<file path="src/rtl/audio_input_ctrl_pkg.sv">
/*
  Constants for the audio input gain and mute control registers.
  Assumes 7-bit register addresses and 9-bit data words, as carried by the
  codec's serial control port.
*/
package audio_input_ctrl_pkg;

  // ***********************************************************
  // Word layout
  // ***********************************************************
  localparam int ADDR_W = 7;
  localparam int DATA_W = 9;
  localparam int GAIN_W = 5;

  // ***********************************************************
  // Register addresses
  // ***********************************************************
  localparam logic [ADDR_W-1:0] LEFT_LINE_INPUT_CONTROL_ADDR = 7'h00;
  localparam logic [ADDR_W-1:0] RIGHT_LINE_INPUT_CONTROL_ADDR = 7'h01;
  localparam logic [ADDR_W-1:0] ANALOG_PATH_CONTROL_ADDR = 7'h04;

  // ***********************************************************
  // Field positions
  // ***********************************************************
  localparam int GAIN_LSB = 0;
  localparam int GAIN_MSB = 4;
  localparam int LINE_MUTE_BIT = 7;
  localparam int PAIRED_LOAD_BIT = 8;
  localparam int MIC_BOOST_BIT = 0;
  localparam int MIC_MUTE_BIT = 1;
  localparam int BYPASS_BIT = 3;
  localparam int SIDETONE_BIT = 5;

  // ***********************************************************
  // Reset values
  // ***********************************************************
  localparam logic [GAIN_W-1:0] GAIN_RESET = 5'h17;
  localparam logic LINE_MUTE_RESET = 1'b1;
  localparam logic PAIRED_LOAD_RESET = 1'b0;
  localparam logic MIC_BOOST_RESET = 1'b0;
  localparam logic MIC_MUTE_RESET = 1'b1;
  localparam logic BYPASS_RESET = 1'b1;
  localparam logic SIDETONE_RESET = 1'b0;
  localparam logic [DATA_W-1:0] READ_ZERO = 9'h000;

endpackage

</file>
<file path="src/rtl/line_channel_reg.sv">
/*
  One line input channel: gain code and ADC mute, loaded as a pair.
  Assumes the caller has already merged direct and paired-load writes.
*/
`timescale 1ns/10ps
module line_channel_reg
  import audio_input_ctrl_pkg::*;
(
  input wire logic clk_sys_i,
  input wire logic rst_i,
  input wire logic load_i,
  input wire logic [GAIN_W-1:0] gain_i,
  input wire logic mute_i,
  output logic [GAIN_W-1:0] gain_o,
  output logic mute_o
);

  always_ff @(posedge clk_sys_i) begin
    if (rst_i) begin
      gain_o <= GAIN_RESET;
      mute_o <= LINE_MUTE_RESET;
    end else if (load_i) begin
      gain_o <= gain_i;
      mute_o <= mute_i;
    end
  end

endmodule

</file>
<file path="src/rtl/audio_input_gain_mute_control.sv">
/*
  Control registers for the analog input stage: line gains and mutes, paired
  loads, microphone boost and mute, and the routing enables derived from them.
  Assumes the serial control port has been decoded into single-cycle write
  strobes with address and 9-bit data, and a read address sampled each cycle.
*/
// Contract
// - Left line gain, five bits, default 10111, 1.5 dB log steps.
// - Right line gain, same mapping and default 10111.
// - Left bit 7 mutes left line into ADC; resets to 1.
// - Right bit 7 mutes right line into ADC; resets to 1.
// - Left write with bit 8 also loads right gain and mute.
// - Right write with bit 8 also loads left gain and mute.
// - Line mutes gate only ADC path; bypass still reaches line output.
// - Analog path bit 0 enables fixed 20 dB mic boost; default 0.
// - Analog path bit 1 mutes mic into ADC; sidetone path unaffected.
// - Channel written without paired bit leaves other channel unchanged.
`timescale 1ns/10ps
module audio_input_gain_mute_control
  import audio_input_ctrl_pkg::*;
(
  input wire logic clk_sys_i,
  input wire logic rst_i,
  input wire logic wr_en_i,
  input wire logic [ADDR_W-1:0] wr_addr_i,
  input wire logic [DATA_W-1:0] wr_data_i,
  input wire logic [ADDR_W-1:0] rd_addr_i,
  output logic [DATA_W-1:0] rd_data_o,
  output logic [GAIN_W-1:0] left_line_gain_o,
  output logic [GAIN_W-1:0] right_line_gain_o,
  output logic left_line_adc_mute_o,
  output logic right_line_adc_mute_o,
  output logic mic_boost_enable_o,
  output logic mic_adc_mute_o,
  output logic left_line_to_adc_o,
  output logic right_line_to_adc_o,
  output logic line_to_output_o,
  output logic mic_to_adc_o,
  output logic mic_to_output_o
);

  // ***********************************************************
  // Decode
  // ***********************************************************
  function automatic logic hit(input logic [ADDR_W-1:0] a, input logic [ADDR_W-1:0] reg_addr);
    hit = (a == reg_addr);
  endfunction

  logic wr_left;
  logic wr_right;
  logic wr_analog;
  logic paired;
  logic load_left;
  logic load_right;
  logic left_to_right_paired_load;
  logic right_to_left_paired_load;
  logic bypass_enable;
  logic sidetone_enable;

  assign wr_left = wr_en_i && hit(wr_addr_i, LEFT_LINE_INPUT_CONTROL_ADDR);
  assign wr_right = wr_en_i && hit(wr_addr_i, RIGHT_LINE_INPUT_CONTROL_ADDR);
  assign wr_analog = wr_en_i && hit(wr_addr_i, ANALOG_PATH_CONTROL_ADDR);
  assign paired = wr_data_i[PAIRED_LOAD_BIT];
  // A paired write copies the written fields into the far channel too
  assign load_left = wr_left || (wr_right && paired);
  assign load_right = wr_right || (wr_left && paired);

  // ***********************************************************
  // Channel registers
  // ***********************************************************
  line_channel_reg left_channel (
    .clk_sys_i(clk_sys_i),
    .rst_i(rst_i),
    .load_i(load_left),
    .gain_i(wr_data_i[GAIN_MSB:GAIN_LSB]),
    .mute_i(wr_data_i[LINE_MUTE_BIT]),
    .gain_o(left_line_gain_o),
    .mute_o(left_line_adc_mute_o)
  );

  line_channel_reg right_channel (
    .clk_sys_i(clk_sys_i),
    .rst_i(rst_i),
    .load_i(load_right),
    .gain_i(wr_data_i[GAIN_MSB:GAIN_LSB]),
    .mute_i(wr_data_i[LINE_MUTE_BIT]),
    .gain_o(right_line_gain_o),
    .mute_o(right_line_adc_mute_o)
  );

  // Paired-load bits are kept only in the register that was written
  always_ff @(posedge clk_sys_i) begin
    if (rst_i) begin
      left_to_right_paired_load <= PAIRED_LOAD_RESET;
      right_to_left_paired_load <= PAIRED_LOAD_RESET;
    end else begin
      if (wr_left) begin
        left_to_right_paired_load <= paired;
      end
      if (wr_right) begin
        right_to_left_paired_load <= paired;
      end
    end
  end

  // ***********************************************************
  // Analog path register
  // ***********************************************************
  always_ff @(posedge clk_sys_i) begin
    if (rst_i) begin
      mic_boost_enable_o <= MIC_BOOST_RESET;
      mic_adc_mute_o <= MIC_MUTE_RESET;
      bypass_enable <= BYPASS_RESET;
      sidetone_enable <= SIDETONE_RESET;
    end else if (wr_analog) begin
      mic_boost_enable_o <= wr_data_i[MIC_BOOST_BIT];
      mic_adc_mute_o <= wr_data_i[MIC_MUTE_BIT];
      bypass_enable <= wr_data_i[BYPASS_BIT];
      sidetone_enable <= wr_data_i[SIDETONE_BIT];
    end
  end

  // ***********************************************************
  // Routing enables
  // ***********************************************************
  // Registered for clean outputs, so they trail the control bits by one cycle
  always_ff @(posedge clk_sys_i) begin
    if (rst_i) begin
      left_line_to_adc_o <= 1'b0;
      right_line_to_adc_o <= 1'b0;
      line_to_output_o <= 1'b0;
      mic_to_adc_o <= 1'b0;
      mic_to_output_o <= 1'b0;
    end else begin
      left_line_to_adc_o <= !left_line_adc_mute_o;
      right_line_to_adc_o <= !right_line_adc_mute_o;
      line_to_output_o <= bypass_enable;
      mic_to_adc_o <= !mic_adc_mute_o;
      mic_to_output_o <= sidetone_enable;
    end
  end

  // ***********************************************************
  // Read back
  // ***********************************************************
  always_ff @(posedge clk_sys_i) begin
    if (rst_i) begin
      rd_data_o <= READ_ZERO;
    end else begin
      rd_data_o <= READ_ZERO;
      if (hit(rd_addr_i, LEFT_LINE_INPUT_CONTROL_ADDR)) begin
        rd_data_o[GAIN_MSB:GAIN_LSB] <= left_line_gain_o;
        rd_data_o[LINE_MUTE_BIT] <= left_line_adc_mute_o;
        rd_data_o[PAIRED_LOAD_BIT] <= left_to_right_paired_load;
      end else if (hit(rd_addr_i, RIGHT_LINE_INPUT_CONTROL_ADDR)) begin
        rd_data_o[GAIN_MSB:GAIN_LSB] <= right_line_gain_o;
        rd_data_o[LINE_MUTE_BIT] <= right_line_adc_mute_o;
        rd_data_o[PAIRED_LOAD_BIT] <= right_to_left_paired_load;
      end else if (hit(rd_addr_i, ANALOG_PATH_CONTROL_ADDR)) begin
        rd_data_o[MIC_BOOST_BIT] <= mic_boost_enable_o;
        rd_data_o[MIC_MUTE_BIT] <= mic_adc_mute_o;
        rd_data_o[BYPASS_BIT] <= bypass_enable;
        rd_data_o[SIDETONE_BIT] <= sidetone_enable;
      end
    end
  end
endmodule

</file>
<file path="config.mk">
export PLATFORM = sky130hd
export DESIGN_NAME = audio_input_gain_mute_control
export DESIGN_NICKNAME = d
export VERILOG_FILES = /design/src/rtl/audio_input_ctrl_pkg.sv /design/src/rtl/line_channel_reg.sv /design/src/rtl/audio_input_gain_mute_control.sv
export SDC_FILE = /design/constraint.sdc
export NUM_CORES = 1
export LEC_CHECK = 0
export BUFFER_PORTS_ARGS = -buffer_cell sky130_fd_sc_hd__clkbuf_2
export CORE_UTILIZATION = 40
export DETAILED_ROUTE_END_ITERATION = 6
export GPL_ROUTABILITY_DRIVEN = 0
export MAX_ROUTING_LAYER = met4
export PLACE_DENSITY = 0.75
export SETUP_SLACK_MARGIN = 0.05
export SLEW_MARGIN = 20
export SYNTH_ARGS = -nofsm -noshare
export SYNTH_HDL_FRONTEND = slang
export SYNTH_SLANG_ARGS = --single-unit
</file>
<file path="constraint.sdc">
create_clock -name clk_sys_i -period 1.7 [get_ports clk_sys_i]
set_input_delay 0.17 -clock clk_sys_i [delete_from_list [all_inputs] [get_ports clk_sys_i]]
set_output_delay 0.17 -clock clk_sys_i [all_outputs]
set_load 0.05 [all_outputs]
</file>
==> results of run 1 <==
[cell usage in the layout, fill, tap and decap left out, types with 2 or more instances in the layout]
cell / instances
a21oi_1: 2
a2bb2oi_1: 3
nor2_1: 22
mux2i_1: 20
dfxtp_1: 31
nor4_1: 2
nand2_1: 7
nand3_1: 7
clkbuf_4: 5
o21ai_0: 4
buf_4: 3
clkbuf_2: 51
nor2b_1: 3
nor3_1: 4
[report_power, final]
| part | internal, mW | switching, mW |
|---|---|---|
| logic | 0.0416 | 0.0658 |
| clock network | 0.347 | 0.257 |
| registers | 0.729 | 0.00152 |
[final cells by class]
type	count	area, sq um	area share
Sequential cell	31	621	0.393
Multi-Input combinational cell	85	551	0.349
Timing Repair Buffer	54	278	0.176
Clock buffer	6	51.3	0.0325
Tap cell	31	38.8	0.0246
Clock inverter	2	35.0	0.0222
Inverter	1	3.75	0.00238
[cells in the mapped netlist, types with 2 or more instances]
library cell,n,area (sq um)
mux2i_1,20,200
a21oi_1,2,10.0
nor3_1,4,20.0
nand2_1,7,26.3
o21ai_0,4,20.0
nor2_1,22,82.6
clkbuf_1,3,11.3
nor4_1,2,12.5
nand3_1,7,35.0
dfxtp_1,31,621
nor2b_1,3,18.8
a2bb2oi_1,3,26.3
[path summary, 6_finish.rpt]
check,endpoint,depth (start not counted)
hold reg to reg,rd_data_o[5]$_SDFF_PP0_,2
hold / removal,bypass_enable$_SDFFE_PP1P_,3
setup / recovery,right_channel.gain_o[1]$_SDFFE_PP1P_,5
setup reg to reg,rd_data_o[0]$_SDFF_PP0_,3
[layer usage]
metal,up-vias,global-route usage,share of wire
met5,-,-,0
met4,0,0.0941,0.021
met3,4,0.0507,0.052
met2,30,0.328,0.51
met1,498,0.215,0.42
li1,542,-,-
[cells by family after synthesis]
kind of cell,Yosys count,synth area share
compound gates,11,0.0614
buf+inv,7,0.0260
flops,31,0.516
mux,20,0.166
other cells,1,0.00312
simple gates,53,0.227
[critical path, delay by kind of cell]
family                 cells  cell delay (ns)
buffers and inverters      2             0.29
and+or+nand+nor            2             0.91
muxes                      1             0.18
==> results.toml, run 1 <==
[routing]
wirelength_mm = 2.73
drt_iter0_drc = 34
wire_per_inst_um = 13.0
num_vias = 1074
via_per_inst = 5.11
antenna_left = 0
drcViolationCount = 7
first_pass_iters = 6

[cts]
cts_root_buf = "clkbuf_4"
cts_inserted_buffers = 5
htree_levels = 2
cts_hold_buf = 0
cts_tree = "done"
cts.sinks = 31
cts.path.max_buffers = 2
post-cts-setup-buffers = 0
post_cts_resized = 0
clock_latency_ns = 0.33
cts.clk_slew.worst_paths_ns = 0.10

[floorplan]
start_util = 0.429
rows = 19
core_region_area_sq_um = 2810
die-area_sq_um = 3230
chipHeight_um = 56.8
die_x_um = 56.8
io_pins = 54

[layout]
drive_gt1_frac = 0.363
fin_util = 0.562
finalNonFillerCells = 210
design_area_sq_um = 1580
diodes = 0
fill_cells = 269
area_growth_syn_to_layout_pct = 31.2
nets = 204
largest_reg_flops = 8
largest_register = "rd_data_o"
reg_top3 = "rd_data_o (8), left_channel.gain_o (5), right_channel.gain_o (5)"

[sta]
skew_ns = 0.00357
rsz0062_at_grt = "no"
min_period_ns = 1.28
clock.fmax_mhz = 778
setup_viol = 0
worstMarginPinSlew_ns = 0.649
fin_crit_sh = 0.756
fin_ws_ns = 0.415
setup_tns_ns = 0
holdWs_ns = 0.0873
finalHoldViolations = 0
timing.final.max_slew_violations = 0
max_slew_margin = 0.562

[place]
io_buffers = 51
dp_slack_ns = 0.0683
dp_hpwl_mm = 2.04
place_area_sq_um = 1490
placed_cells = 202

[logic_synthesis]
ys_types = 27
synth.net_count = 149
ys_seq_elements = 31
synth_flop_cell = "dfxtp_1"
ys_warn_count = 0
synthArstFlopShare = 0
synth.avg_cell_area_sq_um = 9.78
postSynthCellCount = 123
synth.cell_area_sq_um = 1200
yosysSeqAreaShare = 0.516
synth_edf_count = 0

[hold_path]
worstHoldStart = "wr_data_i[3]"
hold_path.class = "input pin to register"

[global_route]
gr-usage-all-layers = 0.195
antenna_found_initial = 0
grt_pass1_vias = 999
grt_max_degree = 16
overflow = 0
grt_pass1_wl_mm = 4.51

[setup_path]
critPathCaptureType = "register"
cp-start-kind = "input pin"
cpPeakStageDelay_ns = 0.68
crit_type = "input pin to register"
reg2reg_from = "right_channel.gain_o[0]$_SDFFE_PP1P_"
cp-startpoint = "wr_addr_i[1]"
worstPathArrival_ns = 1.55
path_cells = "clkbuf_2 -> or4_1 -> nor3_4 -> buf_4 -> mux2i_1"
required_ns = 1.97
r2r_slack_ns = 0.81
cpMaxStageDelayCell = "or4_1"
path_max_fanout = 7

[power_and_ir_drop]
power.leakage_nw = 0.742
power.density_nw_per_um2 = 915
ir_worst_vdd_mv = 0.551
power_mw = 1.44

[job]
cap_violations = 0

[run_status]
outcome = "finished, violations left"
violations = "design-rule violations"
No activity file was read; power rests on OpenSTA's default activity.
==> run 2, diff against run 1 <==
Settings changed: ABC_AREA set to 1, PLACE_DENSITY 0.75 to 0.76.
Clock period 1.7 ns to 1.1 ns, I/O delays scaled along.
==> run 2 against run 1 <==
The flow now finishes without violations. Design area up 17%. Critical path depth down 4. Largest cell class unchanged. Register-to-register slack worse by 0.44 ns. Synthesized cell count up 42%. Sequential power up 55%. Via count up 23%. First-iteration DRC count up 65%. Combinational power up 84%. Worst setup slack worse by 0.33 ns.
==> results.toml, run 2 <==
[power_and_ir_drop]
power.density_nw_per_um2 = 1090
power.leakage_nw = 0.955
seq_power_share = 0.567
ir_worst_vdd_mv = 0.555
p_sw_frac = 0.250
power_mw = 2.00
clkPwrFrac = 0.334
intPower_mw = 1.50
comb_power_share = 0.099
power_switching_mw = 0.499

[cts]
cts.sinks = 31
htree_levels = 2
clock_latency_ns = 0.33
cts_inserted_buffers = 5
cts_tree = "done"
cts_root_buf = "clkbuf_4"
cts.path.max_buffers = 2
cts.clk_slew.worst_paths_ns = 0.09

[routing]
wirelength_mm = 3.05
num_vias = 1321
via_per_inst = 4.70
drcViolationCount = 0
wire_per_inst_um = 10.9
antenna_left = 0
first_pass_iters = 4
drt_iter0_drc = 56

[setup_path]
worstPathArrival_ns = 0.90
critPathCaptureType = "output pin"
cpMaxStageDelayCell = "dfxtp_1"
crit_type = "register to output pin"
crit_family = "flip-flops"
crit_buf_inv = 1
r2r_slack_ns = 0.37
cpPeakStageDelay_ns = 0.40
required_ns = 0.99
path_cells = "buf_6"
path_max_fanout = 4
cp-start-kind = "register"

[sta]
fin_crit_sh = 0.919
holdWs_ns = 0.0208
clock.fmax_mhz = 989
finalHoldViolations = 0
rsz0062_at_grt = "yes"
setup_viol = 0
fin_ws_ns = 0.0890
timing.final.max_slew_violations = 0
setup_tns_ns = 0
skew_ns = 0.00917
min_period_ns = 1.01

[logic_synthesis]
synth_area_leaders = "dfxtp_1 (48%), nand3_1 (14%), nand2_1 (13%)"
ys_warn_count = 0
ys_types = 19
synthArstFlopShare = 0
synth_edf_count = 0
postSynthCellCount = 175
synth_common_cells = "nand2_1 (44), nand3_1 (35), dfxtp_1 (31)"
synth.net_count = 201
yosysMostFrequentCell = "nand2_1"
ys_seq_elements = 31
synth_flop_cell = "dfxtp_1"
synth.avg_cell_area_sq_um = 7.40
synthDominantCellAreaShare = 0.479
synth.cell_area_sq_um = 1290
synth_area_leader_cell = "dfxtp_1"
yosysSeqAreaShare = 0.479

[floorplan]
io_pins = 54
rows = 20
core_region_area_sq_um = 3050
chipHeight_um = 58.9
start_util = 0.424
die-area_sq_um = 3470
die_x_um = 58.9

[layout]
layout_common_cells = "nand2_1 (44), nand3_1 (35), clkbuf_2 (24)"
largest_reg_flops = 8
fill_cells = 295
nets = 263
diodes = 0
reg_top3 = "rd_data_o (8), left_channel.gain_o (5), right_channel.gain_o (5)"
finalNonFillerCells = 281
design_area_sq_um = 1840
largest_register = "rd_data_o"
fin_util = 0.602
area_growth_syn_to_layout_pct = 42.0
drive_gt1_frac = 0.359
final_common_cell = "nand2_1"

[hold_path]
hold_path.class = "input pin to register"

[place]
dp_slack_ns = -0.0419
dp_hpwl_mm = 2.20
io_buffers = 51
placed_cells = 271
place_area_sq_um = 1620

[global_route]
overflow = 0
grt_pass1_vias = 1119
gr-usage-all-layers = 0.199
antenna_found_initial = 0
grt_max_degree = 17
grt_pass1_wl_mm = 4.84

[run_status]
outcome = "complete, no violations"

[job]
cap_violations = 0
[run 2: repair_timing]
item / in CTS / in global routing
gates resized for setup: 24 / 34
hold buffers: 3 / 0
endpoints found under the hold margin: 4 / 0
buffers inserted: 0 / 0
gates cloned: 0 / 0
setup endpoints to repair: 14 / 27
[run 2: final cells by class]
class / count / area [sq um] / area share
Tap cell: 44 / 55.1 / 0.0299
Timing Repair Buffer: 60 / 449 / 0.244
Sequential cell: 31 / 633 / 0.344
Multi-Input combinational cell: 117 / 563 / 0.306
Clock inverter: 1 / 5.00 / 0.00272
Inverter: 22 / 82.6 / 0.0449
Clock buffer: 6 / 51.3 / 0.0279
[run 2: power groups by stage]
stage / Combinational [mW] / Clock [mW] / Sequential (mW)
6_report: 0.197 / 0.667 / 1.13
5_1_grt: 0.214 / 0.751 / 1.13
3_3_place_gp: 0.181 / 0 / 1.16
3_5_place_dp: 0.183 / 0 / 1.16
4_1_cts: 0.196 / 0.685 / 1.13
2_1_floorplan: 0.0747 / 0 / 1.18
[run 2: path summary, 6_finish.rpt]
check                                                         start                                   end  cells past startpoint
worst min-delay path                                   wr_data_i[1]  right_channel.gain_o[1]$_SDFFE_PP1P_                      3
worst max register to register  left_channel.gain_o[3]$_SDFFE_PP0P_               rd_data_o[3]$_SDFF_PP0_                      4
worst min register to register         sidetone_enable$_SDFFE_PP0P_            mic_to_output_o$_SDFF_PP0_                      2
worst max-delay path                    mic_adc_mute_o$_SDFFE_PP1P_                        mic_adc_mute_o                      1
[run 2: cells by family after synthesis]
logic type | share of synthesized area
other | 0.00290
buffers and inverters | 0.0860
and+or+nand+nor | 0.370
DFF | 0.479
AOI/OAI and AO/OA | 0.0618
[run 2: routing by layer]
metal | global-route usage | share of wire
met5 | - | 0
met4 | 0.0816 | 0.0069
met3 | 0.0615 | 0.065
met2 | 0.325 | 0.49
met1 | 0.226 | 0.44
==> run 3, diff against run 2 <==
Settings changed: ABC_AREA 1 to 0, PLACE_DENSITY 0.76 to 0.77.
==> run 3 against run 2 <==
The run now ends with design-rule violations left. Register-to-register slack lost 0.14 ns. Flip-flop and latch count is the same. Highest routed layer unchanged. Die area is 6.9% lower. Sequential power about the same.
==> results.toml, run 3 (synthesis gave the netlist of run 1 again) <==
[setup_path]
reg2reg_from = "right_channel.gain_o[3]$_SDFFE_PP0P_"
cpPeakStageDelay_ns = 0.56
reg2regPathDepth = 3
path_cells = "clkbuf_2 -> or4_4 -> o311ai_1 -> o41ai_2"
critPathCaptureType = "register"
r2r_slack_ns = 0.23
required_ns = 1.31
cpMaxStageDelayCell = "or4_4"
cp-start-kind = "input pin"
cp-startpoint = "wr_addr_i[1]"
crit_type = "input pin to register"
worstPathArrival_ns = 1.24
path_max_fanout = 3
r2r_end = "rd_data_o[3]$_SDFF_PP0_"

[place]
io_buffers = 51
dp_hpwl_mm = 2.28

[sta]
fin_crit_sh = 0.939
rsz0062_at_grt = "yes"
skew_ns = 0.00842
min_period_ns = 1.03
holdWs_ns = 0.0289
timing.final.max_slew_violations = 0
clock.fmax_mhz = 968
finalHoldViolations = 0
setup_viol = 0

[routing]
wire_per_inst_um = 13.9
drt_iter0_drc = 30
antenna_left = 0
num_vias = 1155
first_pass_iters = 6
wirelength_mm = 3.07
drcViolationCount = 4
via_per_inst = 5.23

[global_route]
grt_max_degree = 21
overflow = 0
antenna_found_initial = 0
grt_pass1_vias = 1124
gr-usage-all-layers = 0.217
grt_pass1_wl_mm = 5.11

[power_and_ir_drop]
power_mw = 1.97
power.leakage_nw = 0.835
power.density_nw_per_um2 = 1100
ir_worst_vdd_mv = 0.690

[layout]
nets = 215
largest_reg_flops = 8
layout_common_cells = "clkbuf_2 (24), dfxtp_1 (23), nor2_1 (22)"
final_common_cell = "clkbuf_2"
diodes = 0
fill_cells = 236
area_growth_syn_to_layout_pct = 49.2
reg_top3 = "rd_data_o (8), left_channel.gain_o (5), right_channel.gain_o (5)"
drive_gt1_frac = 0.447
largest_register = "rd_data_o"

[cts]
htree_levels = 2
cts.sinks = 31
cts_tree = "done"
cts_inserted_buffers = 5
clock_latency_ns = 0.34
cts_root_buf = "clkbuf_4"
post-cts-setup-buffers = 0
cts.path.max_buffers = 2
cts.clk_slew.worst_paths_ns = 0.08

[floorplan]
io_pins = 54
die_x_um = 56.8
start_util = 0.429
die-area_sq_um = 3230
chipHeight_um = 56.8
rows = 19
core_region_area_sq_um = 2810

[hold_path]
min_to = "mic_boost_enable_o$_SDFFE_PP0P_"
holdPathStages = 3
hold_path.class = "input pin to register"
worstHoldStart = "wr_data_i[0]"

[run_status]
violations = "design-rule violations"
outcome = "finished, violations left"

[job]
cap_violations = 0
[run 3: cell count changes in the layout (fill, tap and decap cells not counted), sizes merged, moves of 4 or more]
cell,previous run,this run
nand2,46,7
nand3,36,8
inv,22,1
mux2i,0,20
a21oi,12,2
nor2,16,22
buf,19,24
clkbuf,44,48
o21ai,0,4
[run 3: stage by stage]
stage / TNS, ns / area [sq um] / setup WS [ns] / util / std cells
after global routing: 0 / 1790 / 0.0359 / 0.640 / 221
after floorplan: -1.76 / 1230 / -0.254 / - / 123
after detailed placement: -3.91 / 1610 / -0.317 / 0.572 / 213
after global placement: -3.20 / 1610 / -0.244 / 0.572 / 213
final: 0 / 1790 / 0.0670 / 0.640 / 221
after CTS: 0 / 1770 / 0.0220 / 0.632 / 221
[run 3: critical path, delay by kind of cell]
kind / cells / cell delay, ns
AO/OA/AOI/OAI: 2 / 0.48
buffers and inverters: 1 / 0.09
AND/OR/NAND/NOR: 1 / 0.56
[run 3: per-layer routing]
layer / vias up / global-route usage / share of wire
met5: - / - / 0
met4: 0 / 0.143 / 0.030
li1: 563 / - / -
met2: 41 / 0.342 / 0.50
met1: 539 / 0.250 / 0.42
met3: 12 / 0.0461 / 0.054
[run 3: cell type report]
class                      instances  area (sq um)  area share
sequential                        31           631       0.351
multi-input combinational         85           579       0.323
timing repair buffer              65           492       0.274
clock buffer                       7          45.0      0.0251
tap                               31          38.8      0.0216
clock inverter                     1          5.00     0.00279
inverter                           1          3.75     0.00209
[run 3: worst max path at each step]
stage / cells past startpoint / to
final: 4 / left_to_right_paired_load$_SDFFE_PP0P_
after global routing: 5 / right_channel.mute_o$_SDFFE_PP1P_
after CTS: 1 / mic_adc_mute_o
after detailed placement: 4 / left_to_right_paired_load$_SDFFE_PP0P_
after global placement: 5 / right_channel.mute_o$_SDFFE_PP1P_
after floorplan: 4 / right_channel.gain_o[0]$_SDFFE_PP1P_
[run 3: timing repair]
action	4_1_cts	5_1_grt
resized for setup	30	26
pin swaps	1	0
endpoints found under the setup margin	18	23
hold buffers	0	0
[run 3: where the power goes]
part / internal [mW] / switching [mW] / total [mW]
clock: 0.249 / 0.382 / 0.630
sequential: 1.13 / 0.00273 / 1.13
combinational: 0.0935 / 0.118 / 0.211
total: 1.47 / 0.502 / 1.97
